$ cat src/design/pcov_pkg.sv
// Package of constants for the performance counter overflow block
package pcov_pkg;
  // ---------------------------------------------------------------------
  // Register byte offsets
  // ---------------------------------------------------------------------
  localparam logic [7:0] PERF_COUNTER_CONTROL_ADDR = 8'h00;
  localparam logic [7:0] FIRST_COUNTER_ADDR        = 8'h04;
  localparam logic [7:0] SECOND_COUNTER_ADDR       = 8'h08;
  localparam logic [7:0] FETCH_CONTROL_ADDR        = 8'h0c;
  localparam logic [7:0] PROCESS_CONTEXT_ADDR      = 8'h10;
  localparam logic [7:0] INTERRUPT_STATUS_ADDR     = 8'h14;
  localparam logic [7:0] INTERRUPT_MASK_ADDR       = 8'h18;
  localparam logic [7:0] INTERRUPT_REQUEST_CLEAR_ADDR = 8'h1c;

  // ---------------------------------------------------------------------
  // Counter geometry
  // ---------------------------------------------------------------------
  localparam int unsigned CNT_W = 20;
  localparam logic [CNT_W-1:0] FIRST_STEP  = 20'h00010;
  localparam logic [CNT_W-1:0] SECOND_STEP = 20'h00004;
  localparam logic [CNT_W-1:0] CNT_ZERO    = 20'h00000;

  // ---------------------------------------------------------------------
  // Field positions
  // ---------------------------------------------------------------------
  localparam int unsigned FIRST_BIT  = 0;
  localparam int unsigned SECOND_BIT = 1;
  localparam logic [1:0]  EN_RESET   = 2'h0;
  localparam logic [31:0] ZERO_WORD  = 32'h00000000;

  // AXI4-Lite responses
  localparam logic [1:0] RESP_OKAY   = 2'h0;
  localparam logic [1:0] RESP_SLVERR = 2'h2;
endpackage : pcov_pkg

$ cat src/design/pcov_counter.sv
// One performance counter with write load and overflow latch
`timescale 1ns/1ns
module pcov_counter #(
  parameter logic [pcov_pkg::CNT_W-1:0] STEP = pcov_pkg::FIRST_STEP
) (
  input  wire logic                      aclk,
  input  wire logic                      aresetn,
  input  wire logic                      enable,
  input  wire logic                      event_in,
  input  wire logic                      load,
  input  wire logic [pcov_pkg::CNT_W-1:0] load_value,
  output logic      [pcov_pkg::CNT_W-1:0] value,
  output logic                           overflow_pulse
);
  typedef struct packed {
    logic [pcov_pkg::CNT_W-1:0] count;
    logic                       ovf;
  } pcov_cnt_state_type;

  pcov_cnt_state_type state_q;
  pcov_cnt_state_type state_d;

  function automatic logic carry_out(input logic [pcov_pkg::CNT_W-1:0] v,
                                     input logic inc);
    logic [pcov_pkg::CNT_W:0] s;
    s = {1'b0, v} + {1'b0, (inc ? STEP : pcov_pkg::CNT_ZERO)};
    return s[pcov_pkg::CNT_W];
  endfunction : carry_out

  always_comb
  begin
    state_d = state_q;
    if (load)
    begin
      // Flag follows the newly loaded value plus present inputs
      state_d.count = load_value;
      state_d.ovf   = carry_out(load_value, event_in);
    end
    else if (enable)
    begin
      if (state_q.ovf)
      begin
        state_d.count = pcov_pkg::CNT_ZERO;
        state_d.ovf   = 1'b0;
      end
      else if (event_in)
      begin
        state_d.count = state_q.count + STEP;
        // Carry of this very step, so the pulse rises in the same cycle as the wrap
        state_d.ovf   = carry_out(state_q.count, 1'b1);
      end
    end
    // Disabled: count and flag frozen, stale flag keeps firing
  end

  always_ff @(posedge aclk)
  begin
    if (!aresetn)
    begin
      state_q.count <= pcov_pkg::CNT_ZERO;
      state_q.ovf   <= 1'b0;
    end
    else
    begin
      state_q <= state_d;
    end
  end

  assign value          = state_q.count;
  assign overflow_pulse = state_q.ovf;
endmodule : pcov_counter

$ cat src/design/pcov_top.sv
// Performance counter overflow block with AXI4-Lite registers
`timescale 1ns/1ns
module pcov_top (
  input  wire logic        aclk,
  input  wire logic        aresetn,
  input  wire logic [7:0]  s_axi_awaddr,
  input  wire logic        s_axi_awvalid,
  output logic             s_axi_awready,
  input  wire logic [31:0] s_axi_wdata,
  input  wire logic [3:0]  s_axi_wstrb,
  input  wire logic        s_axi_wvalid,
  output logic             s_axi_wready,
  output logic [1:0]       s_axi_bresp,
  output logic             s_axi_bvalid,
  input  wire logic        s_axi_bready,
  input  wire logic [7:0]  s_axi_araddr,
  input  wire logic        s_axi_arvalid,
  output logic             s_axi_arready,
  output logic [31:0]      s_axi_rdata,
  output logic [1:0]       s_axi_rresp,
  output logic             s_axi_rvalid,
  input  wire logic        s_axi_rready,
  input  wire logic [1:0]  count_event,
  input  wire logic        other_irq_req,
  output logic             other_irq_grant,
  output logic             perf_irq
);
  // -----------------------------------------------------------------------
  // State
  // -----------------------------------------------------------------------
  typedef struct packed {
    logic        aw_have;
    logic [7:0]  aw_addr;
    logic        w_have;
    logic [31:0] w_data;
    logic [3:0]  w_strb;
    logic        bvalid;
    logic [1:0]  bresp;
    logic        rvalid;
    logic [31:0] rdata;
    logic [1:0]  rresp;
    logic [1:0]  ctl_select;
    logic [1:0]  fetch_en;
    logic [1:0]  ctx_en;
    logic [1:0]  status;
    logic [1:0]  mask;
    logic        req;
  } pcov_state_type;

  pcov_state_type s_q;
  pcov_state_type s_d;

  logic [pcov_pkg::CNT_W-1:0] cnt_val [2];
  logic [1:0]                 ovf;
  logic [1:0]                 cnt_en;
  logic [1:0]                 cnt_load;
  logic                       wr_go;
  logic                       rd_go;

  function automatic logic [31:0] merge(input logic [31:0] old_v,
                                        input logic [31:0] new_v,
                                        input logic [3:0]  strb);
    logic [31:0] r;
    r = old_v;
    for (int i = 0; i < 4; i++)
    begin
      if (strb[i])
      begin
        r[i*8 +: 8] = new_v[i*8 +: 8];
      end
    end
    return r;
  endfunction : merge

  // -----------------------------------------------------------------------
  // Counters
  // -----------------------------------------------------------------------
  assign cnt_en = s_q.fetch_en & s_q.ctx_en;
  assign wr_go  = s_q.aw_have && s_q.w_have && !s_q.bvalid;
  assign rd_go  = s_axi_arvalid && !s_q.rvalid;

  always_comb
  begin
    cnt_load = 2'h0;
    if (wr_go && s_q.aw_addr == pcov_pkg::FIRST_COUNTER_ADDR)
    begin
      cnt_load[pcov_pkg::FIRST_BIT] = 1'b1;
    end
    else if (wr_go && s_q.aw_addr == pcov_pkg::SECOND_COUNTER_ADDR)
    begin
      cnt_load[pcov_pkg::SECOND_BIT] = 1'b1;
    end
  end

  // Loading near overflow is software's duty; hardware does not guard it
  pcov_counter #(
    .STEP (pcov_pkg::FIRST_STEP)
  ) u_first (
    .aclk           (aclk),
    .aresetn        (aresetn),
    .enable         (cnt_en[pcov_pkg::FIRST_BIT]),
    .event_in       (count_event[pcov_pkg::FIRST_BIT]),
    .load           (cnt_load[pcov_pkg::FIRST_BIT]),
    .load_value     (s_q.w_data[pcov_pkg::CNT_W-1:0]),
    .value          (cnt_val[0]),
    .overflow_pulse (ovf[pcov_pkg::FIRST_BIT])
  );

  pcov_counter #(
    .STEP (pcov_pkg::SECOND_STEP)
  ) u_second (
    .aclk           (aclk),
    .aresetn        (aresetn),
    .enable         (cnt_en[pcov_pkg::SECOND_BIT]),
    .event_in       (count_event[pcov_pkg::SECOND_BIT]),
    .load           (cnt_load[pcov_pkg::SECOND_BIT]),
    .load_value     (s_q.w_data[pcov_pkg::CNT_W-1:0]),
    .value          (cnt_val[1]),
    .overflow_pulse (ovf[pcov_pkg::SECOND_BIT])
  );

  // -----------------------------------------------------------------------
  // Interrupt arbitration
  // -----------------------------------------------------------------------
  // Overflow has priority; an enabled one lasts one cycle, a stale one lasts
  assign other_irq_grant = other_irq_req && (ovf == 2'h0);
  assign perf_irq        = s_q.req || ((s_q.status & s_q.mask) != 2'h0);

  // -----------------------------------------------------------------------
  // Register file and bus
  // -----------------------------------------------------------------------
  always_comb
  begin
    logic [31:0] wv;
    logic [7:0]  ra;
    logic [1:0]  clr;
    wv  = merge(pcov_pkg::ZERO_WORD, s_q.w_data, s_q.w_strb);
    ra  = s_axi_araddr;
    clr = 2'h0;
    s_d = s_q;

    if (s_axi_awvalid && !s_q.aw_have)
    begin
      s_d.aw_have = 1'b1;
      s_d.aw_addr = s_axi_awaddr;
    end
    if (s_axi_wvalid && !s_q.w_have)
    begin
      s_d.w_have = 1'b1;
      s_d.w_data = s_axi_wdata;
      s_d.w_strb = s_axi_wstrb;
    end
    if (s_q.bvalid && s_axi_bready)
    begin
      s_d.bvalid = 1'b0;
    end
    if (s_q.rvalid && s_axi_rready)
    begin
      s_d.rvalid = 1'b0;
    end

    if (wr_go)
    begin
      s_d.aw_have = 1'b0;
      s_d.w_have  = 1'b0;
      s_d.bvalid  = 1'b1;
      s_d.bresp   = pcov_pkg::RESP_OKAY;
      if (s_q.aw_addr == pcov_pkg::PERF_COUNTER_CONTROL_ADDR)
      begin
        s_d.ctl_select = wv[1:0];
      end
      else if (s_q.aw_addr == pcov_pkg::FIRST_COUNTER_ADDR ||
               s_q.aw_addr == pcov_pkg::SECOND_COUNTER_ADDR)
      begin
        s_d.bresp = pcov_pkg::RESP_OKAY;
      end
      else if (s_q.aw_addr == pcov_pkg::FETCH_CONTROL_ADDR)
      begin
        s_d.fetch_en = wv[1:0];
      end
      else if (s_q.aw_addr == pcov_pkg::PROCESS_CONTEXT_ADDR)
      begin
        s_d.ctx_en = wv[1:0];
      end
      else if (s_q.aw_addr == pcov_pkg::INTERRUPT_MASK_ADDR)
      begin
        s_d.mask = wv[1:0];
      end
      else if (s_q.aw_addr == pcov_pkg::INTERRUPT_REQUEST_CLEAR_ADDR)
      begin
        clr = wv[1:0];
      end
      else if (s_q.aw_addr != pcov_pkg::INTERRUPT_STATUS_ADDR)
      begin
        s_d.bresp = pcov_pkg::RESP_SLVERR;
      end
    end

    if (rd_go)
    begin
      s_d.rvalid = 1'b1;
      s_d.rresp  = pcov_pkg::RESP_OKAY;
      s_d.rdata  = pcov_pkg::ZERO_WORD;
      if (ra == pcov_pkg::PERF_COUNTER_CONTROL_ADDR)
      begin
        s_d.rdata[1:0] = s_q.ctl_select;
      end
      else if (ra == pcov_pkg::FIRST_COUNTER_ADDR)
      begin
        s_d.rdata[pcov_pkg::CNT_W-1:0] = cnt_val[0];
      end
      else if (ra == pcov_pkg::SECOND_COUNTER_ADDR)
      begin
        s_d.rdata[pcov_pkg::CNT_W-1:0] = cnt_val[1];
      end
      else if (ra == pcov_pkg::FETCH_CONTROL_ADDR)
      begin
        s_d.rdata[1:0] = s_q.fetch_en;
      end
      else if (ra == pcov_pkg::PROCESS_CONTEXT_ADDR)
      begin
        s_d.rdata[1:0] = s_q.ctx_en;
      end
      else if (ra == pcov_pkg::INTERRUPT_STATUS_ADDR)
      begin
        s_d.rdata[1:0] = s_q.status;
        s_d.rdata[2]   = s_q.req;
      end
      else if (ra == pcov_pkg::INTERRUPT_MASK_ADDR)
      begin
        s_d.rdata[1:0] = s_q.mask;
      end
      else if (ra != pcov_pkg::INTERRUPT_REQUEST_CLEAR_ADDR)
      begin
        s_d.rresp = pcov_pkg::RESP_SLVERR;
      end
    end

    // Status clears on read; a new overflow in that cycle still sets
    if (rd_go && ra == pcov_pkg::INTERRUPT_STATUS_ADDR)
    begin
      s_d.status = 2'h0;
    end
    s_d.status = s_d.status | ovf;
    // Pending request: clear by write-one, overflow set wins
    if (clr != 2'h0)
    begin
      s_d.req = 1'b0;
    end
    if (ovf != 2'h0)
    begin
      s_d.req = 1'b1;
    end
  end

  always_ff @(posedge aclk)
  begin
    if (!aresetn)
    begin
      s_q.aw_have    <= 1'b0;
      s_q.aw_addr    <= 8'h00;
      s_q.w_have     <= 1'b0;
      s_q.w_data     <= pcov_pkg::ZERO_WORD;
      s_q.w_strb     <= 4'h0;
      s_q.bvalid     <= 1'b0;
      s_q.bresp      <= pcov_pkg::RESP_OKAY;
      s_q.rvalid     <= 1'b0;
      s_q.rdata      <= pcov_pkg::ZERO_WORD;
      s_q.rresp      <= pcov_pkg::RESP_OKAY;
      s_q.ctl_select <= pcov_pkg::EN_RESET;
      s_q.fetch_en   <= pcov_pkg::EN_RESET;
      s_q.ctx_en     <= pcov_pkg::EN_RESET;
      s_q.status     <= 2'h0;
      s_q.mask       <= 2'h0;
      s_q.req        <= 1'b0;
    end
    else
    begin
      s_q <= s_d;
    end
  end

  assign s_axi_awready = !s_q.aw_have;
  assign s_axi_wready  = !s_q.w_have;
  assign s_axi_bvalid  = s_q.bvalid;
  assign s_axi_bresp   = s_q.bresp;
  assign s_axi_arready = !s_q.rvalid;
  assign s_axi_rvalid  = s_q.rvalid;
  assign s_axi_rdata   = s_q.rdata;
  assign s_axi_rresp   = s_q.rresp;
endmodule : pcov_top

$ cat config.mk
export PLATFORM = sky130hd
export DESIGN_NAME = pcov_top
export DESIGN_NICKNAME = d
export VERILOG_FILES = /design/src/design/pcov_pkg.sv /design/src/design/pcov_counter.sv /design/src/design/pcov_top.sv
export SDC_FILE = /design/constraint.sdc
export NUM_CORES = 1
export LEC_CHECK = 0
export ABC_AREA = 0
export BUFFER_PORTS_ARGS = -buffer_cell sky130_fd_sc_hd__buf_2
export CELL_PAD_IN_SITES_DETAIL_PLACEMENT = 0
export CELL_PAD_IN_SITES_GLOBAL_PLACEMENT = 1
export CORE_MARGIN = 2
export CORE_UTILIZATION = 45
export CTS_CLUSTER_DIAMETER = 50
export DETAILED_ROUTE_END_ITERATION = 10
export PLACE_DENSITY = 0.83
export SYNTH_ARGS = -nofsm -noshare
export SYNTH_HDL_FRONTEND = slang
export SYNTH_HIERARCHICAL = 1
export SYNTH_SLANG_ARGS = --single-unit
$ cat constraint.sdc
create_clock -name aclk -period 4.6 [get_ports aclk]
set_clock_uncertainty 0.05 [all_clocks]
set_input_delay 0.92 -clock aclk [delete_from_list [all_inputs] [get_ports aclk]]
set_output_delay 0.92 -clock aclk [all_outputs]
set_load 0.05 [all_outputs]
==> impl_metrics.py <==
metrics = {
    "clocking": {
        "post_cts_resized": 0,
        "cts_sinks": 108,
        "clk_path_buf_depth": 2,
        "post-cts-setup-buffer-count": 0,
        "hold_buffers": 0,
        "root_buffer": "clkbuf_16",
        "numCtsBuffers": 9,
        "cts_max_level": 3,
        "clkTransAtPathRegs_ns": 0.07,
        "clock_latency_ns": 0.35,
        "cts_tree": "done",
    },
    "sta": {
        "post-route-period-util_pct": 69.9,
        "rsz0062_at_grt": "no",
        "finalSetupViolCount": 0,
        "maxSlewViolCount": 0,
        "max_freq_mhz": 311,
        "hold_viol_final": 0,
        "finalSetupTns_ns": 0,
        "relSlewSlack_pct": 20.3,
        "worst_pin_slew_ns": 1.19,
        "period_needed_ns": 3.22,
        "postLayoutSetupSlackWorst_ns": 1.38,
    },
    "global_routing": {
        "grt_use_total_pct": 22.3,
        "grt_pass1_vias": 4875,
        "antenna_found_initial": 0,
        "overflow": 0,
        "grt_max_degree": 53,
        "grt_pass1_wl_um": 25100,
    },
    "logic_synthesis": {
        "synth-compound-area-share_pct": 22.6,
        "netlist_area_um2": 5820,
        "synthSimpleGateAreaFrac_pct": 26.8,
        "synth_cell_type_count": 69,
        "ys_warn_count": 6,
        "synthTopCellsByCount": "nand2_1, dfxtp_1, o21ai_0, buf_4, clkbuf_1",
        "synth_ff_type": "dfxtp_1",
        "ys_async_sr_fraction_pct": 0,
        "synth-adder-area-share_pct": 0.430,
        "syn_inst": 714,
        "synth_top_family_by_area": "simple AND/OR/NAND/NOR gates",
        "yosysMostFrequentCell": "nand2_1",
        "synth_area_leader_cell": "dfxtp_1",
        "synth_top_area_share_pct": 37.1,
        "yosys-top-cells-area": "dfxtp_1, nand2_1, buf_4",
        "synth-xor-area-share_pct": 0,
        "synth_mux_area_share_pct": 3.80,
        "seq_area_frac_synth_pct": 37.1,
        "syn_avg_cell_area_um2": 8.15,
        "synth_edf_count": 0,
        "synth_seq_cells": 108,
    },
    "outcome": {
        "status": "finished, final reports clean",
    },
    "routing": {
        "dr.pass1.iters": 5,
        "drc": 0,
        "first_iter_violations": 532,
        "ant_nets": 0,
        "drt-total-wl_um": 15500,
        "avgViaCountPerCell": 5.86,
        "wl_per_cell_um": 16.9,
        "dr_total_vias": 5359,
    },
    "die": {
        "num_rows": 41,
        "die_h_um": 118,
        "coreArea_um2": 12600,
        "die_area_um2": 13900,
        "start_util_pct": 46.1,
        "die_w_um": 118,
        "pin_count": 105,
    },
    "flow_run": {
        "drv_cap": 0,
    },
    "placement": {
        "dp_hpwl_um": 10900,
        "dp_cells": 900,
        "place_congestion": 0.889,
        "placed_cell_area_um2": 6030,
        "io_buffers": 75,
        "pre_cts_slack_ns": 1.41,
    },
    "pwr": {
        "vdd_drop_max_mv": 0.157,
        "p_per_area_nw_per_um2": 319,
        "leakagePower_nw": 2.25,
    },
    "final_layout": {
        "final_area_um2": 6340,
        "drive_gt1_share_pct": 14.4,
        "stdcell_count": 915,
        "syn_to_final_growth_pct": 8.90,
        "antenna_cells": 0,
        "layout.nets": 803,
        "fillers": 1266,
    },
    "critical_path": {
        "crit_fanout": 25,
        "cpMaxStageDelayCell": "and4bb_2",
        "required_ns": 4.79,
        "critPathCaptureType": "flop",
        "start_kind": "flop",
        "worstPathArrival_ns": 3.41,
        "crit_chain": "or4_4 > nor3_4 > and4bb_2 > clkinv_1 > and2_1 > a22o_1 > a221o_1",
        "cpPeakStageDelay_ns": 0.65,
        "path_class": "flop to flop",
    },
    "min_path": {
        "hold_path.class": "flop to flop",
    },
}
-- flip-flops by register name, indices dropped and copies added, names as in the netlist --
name,count
s_q,42
s_axi_rdata,20
u_first/value,20
u_second/value,20
s_axi_bresp,1
s_axi_bvalid,1
s_axi_rresp,1
s_axi_rvalid,1
u_first/overflow_pulse,1
u_second/overflow_pulse,1
-- cells by family (layout without fill, tap and decap cells) --
kind of cell             count (synthesis)  after routing
buffers and inverters                   99            115
multiplexers                            22             22
AO/OA/AOI/OAI                          187            187
AND/OR/NAND/NOR                        295            295
other                                    1             14
adder cells (fa/ha/maj)                  2              2
flip-flops                             108            108
-- area by class of cell --
class	count	area, um2	share of cell area [%]
clock buffer	11	233	3.67
clock inverter	4	73.8	1.16
inverter	21	78.8	1.24
multi-input combinational	520	3170	50.0
sequential	108	2160	34.1
tap	172	215	3.39
timing repair buffer	79	405	6.39
-- power by group --
group / internal, W / switching [W]
combinational: 0.0000602 / 0.000133
clock: 0.000476 / 0.000353
sequential: 0.000960 / 0.0000412
-- cells in the final DEF (no fill, tap or decap), types with 4 or more instances in the layout --
master / count
mux2i_1: 21
inv_1: 20
a21boi_0: 22
o31ai_1: 9
nor2_1: 28
nand2_1: 117
nand4_1: 22
dfxtp_1: 108
nor4_1: 12
a221oi_1: 4
a32o_1: 12
nand3b_1: 6
or3_1: 4
and2_1: 20
a311oi_1: 4
nand3_1: 24
o21ai_0: 39
a22oi_1: 24
a21oi_1: 27
clkbuf_16: 9
buf_4: 4
o211ai_1: 5
conb_1: 14
buf_2: 75
o41ai_1: 9
nor3_1: 14
a211oi_1: 4
nor2b_1: 14
-- worst paths after layout --
path / start / end / slack [ns] / cells after the start
setup / recovery: s_q[86] / u_first/value[13] / 1.38 / 7
hold reg to reg: u_first/value[0] / u_first/value[0] / 0.43 / 2
hold / removal: u_first/value[0] / u_first/value[0] / 0.43 / 2
setup reg to reg: s_q[86] / u_first/value[13] / 1.38 / 7
-- critical path, delay by kind of cell, from the launching register on --
family / cells / cell delay (ns)
compound gates: 2 / 0.57
buf+inv: 1 / 0.35
flops: 1 / 0.31
simple gates: 4 / 1.82
-- routing by layer --
metal	GRT usage, %	share of wire (%)	vias up
met5	0	0	-
met2	32.4	43	230
met4	8.58	1.9	0
li1	-	-	2613
met3	3.97	8.2	26
met1	32.7	47	2490
-- through the flow --
step	hold WS, ns	total power, W	util [%]
4_1_cts	0.431	0.00204	50.2
2_1_floorplan	0.388	0.00116	-
3_5_place_dp	0.421	0.00121	47.8
3_3_place_gp	0.411	0.00121	47.8
6_report	0.430	0.00202	50.2
5_1_grt	0.463	0.00210	50.2
(Power assumes the default switching activity.)
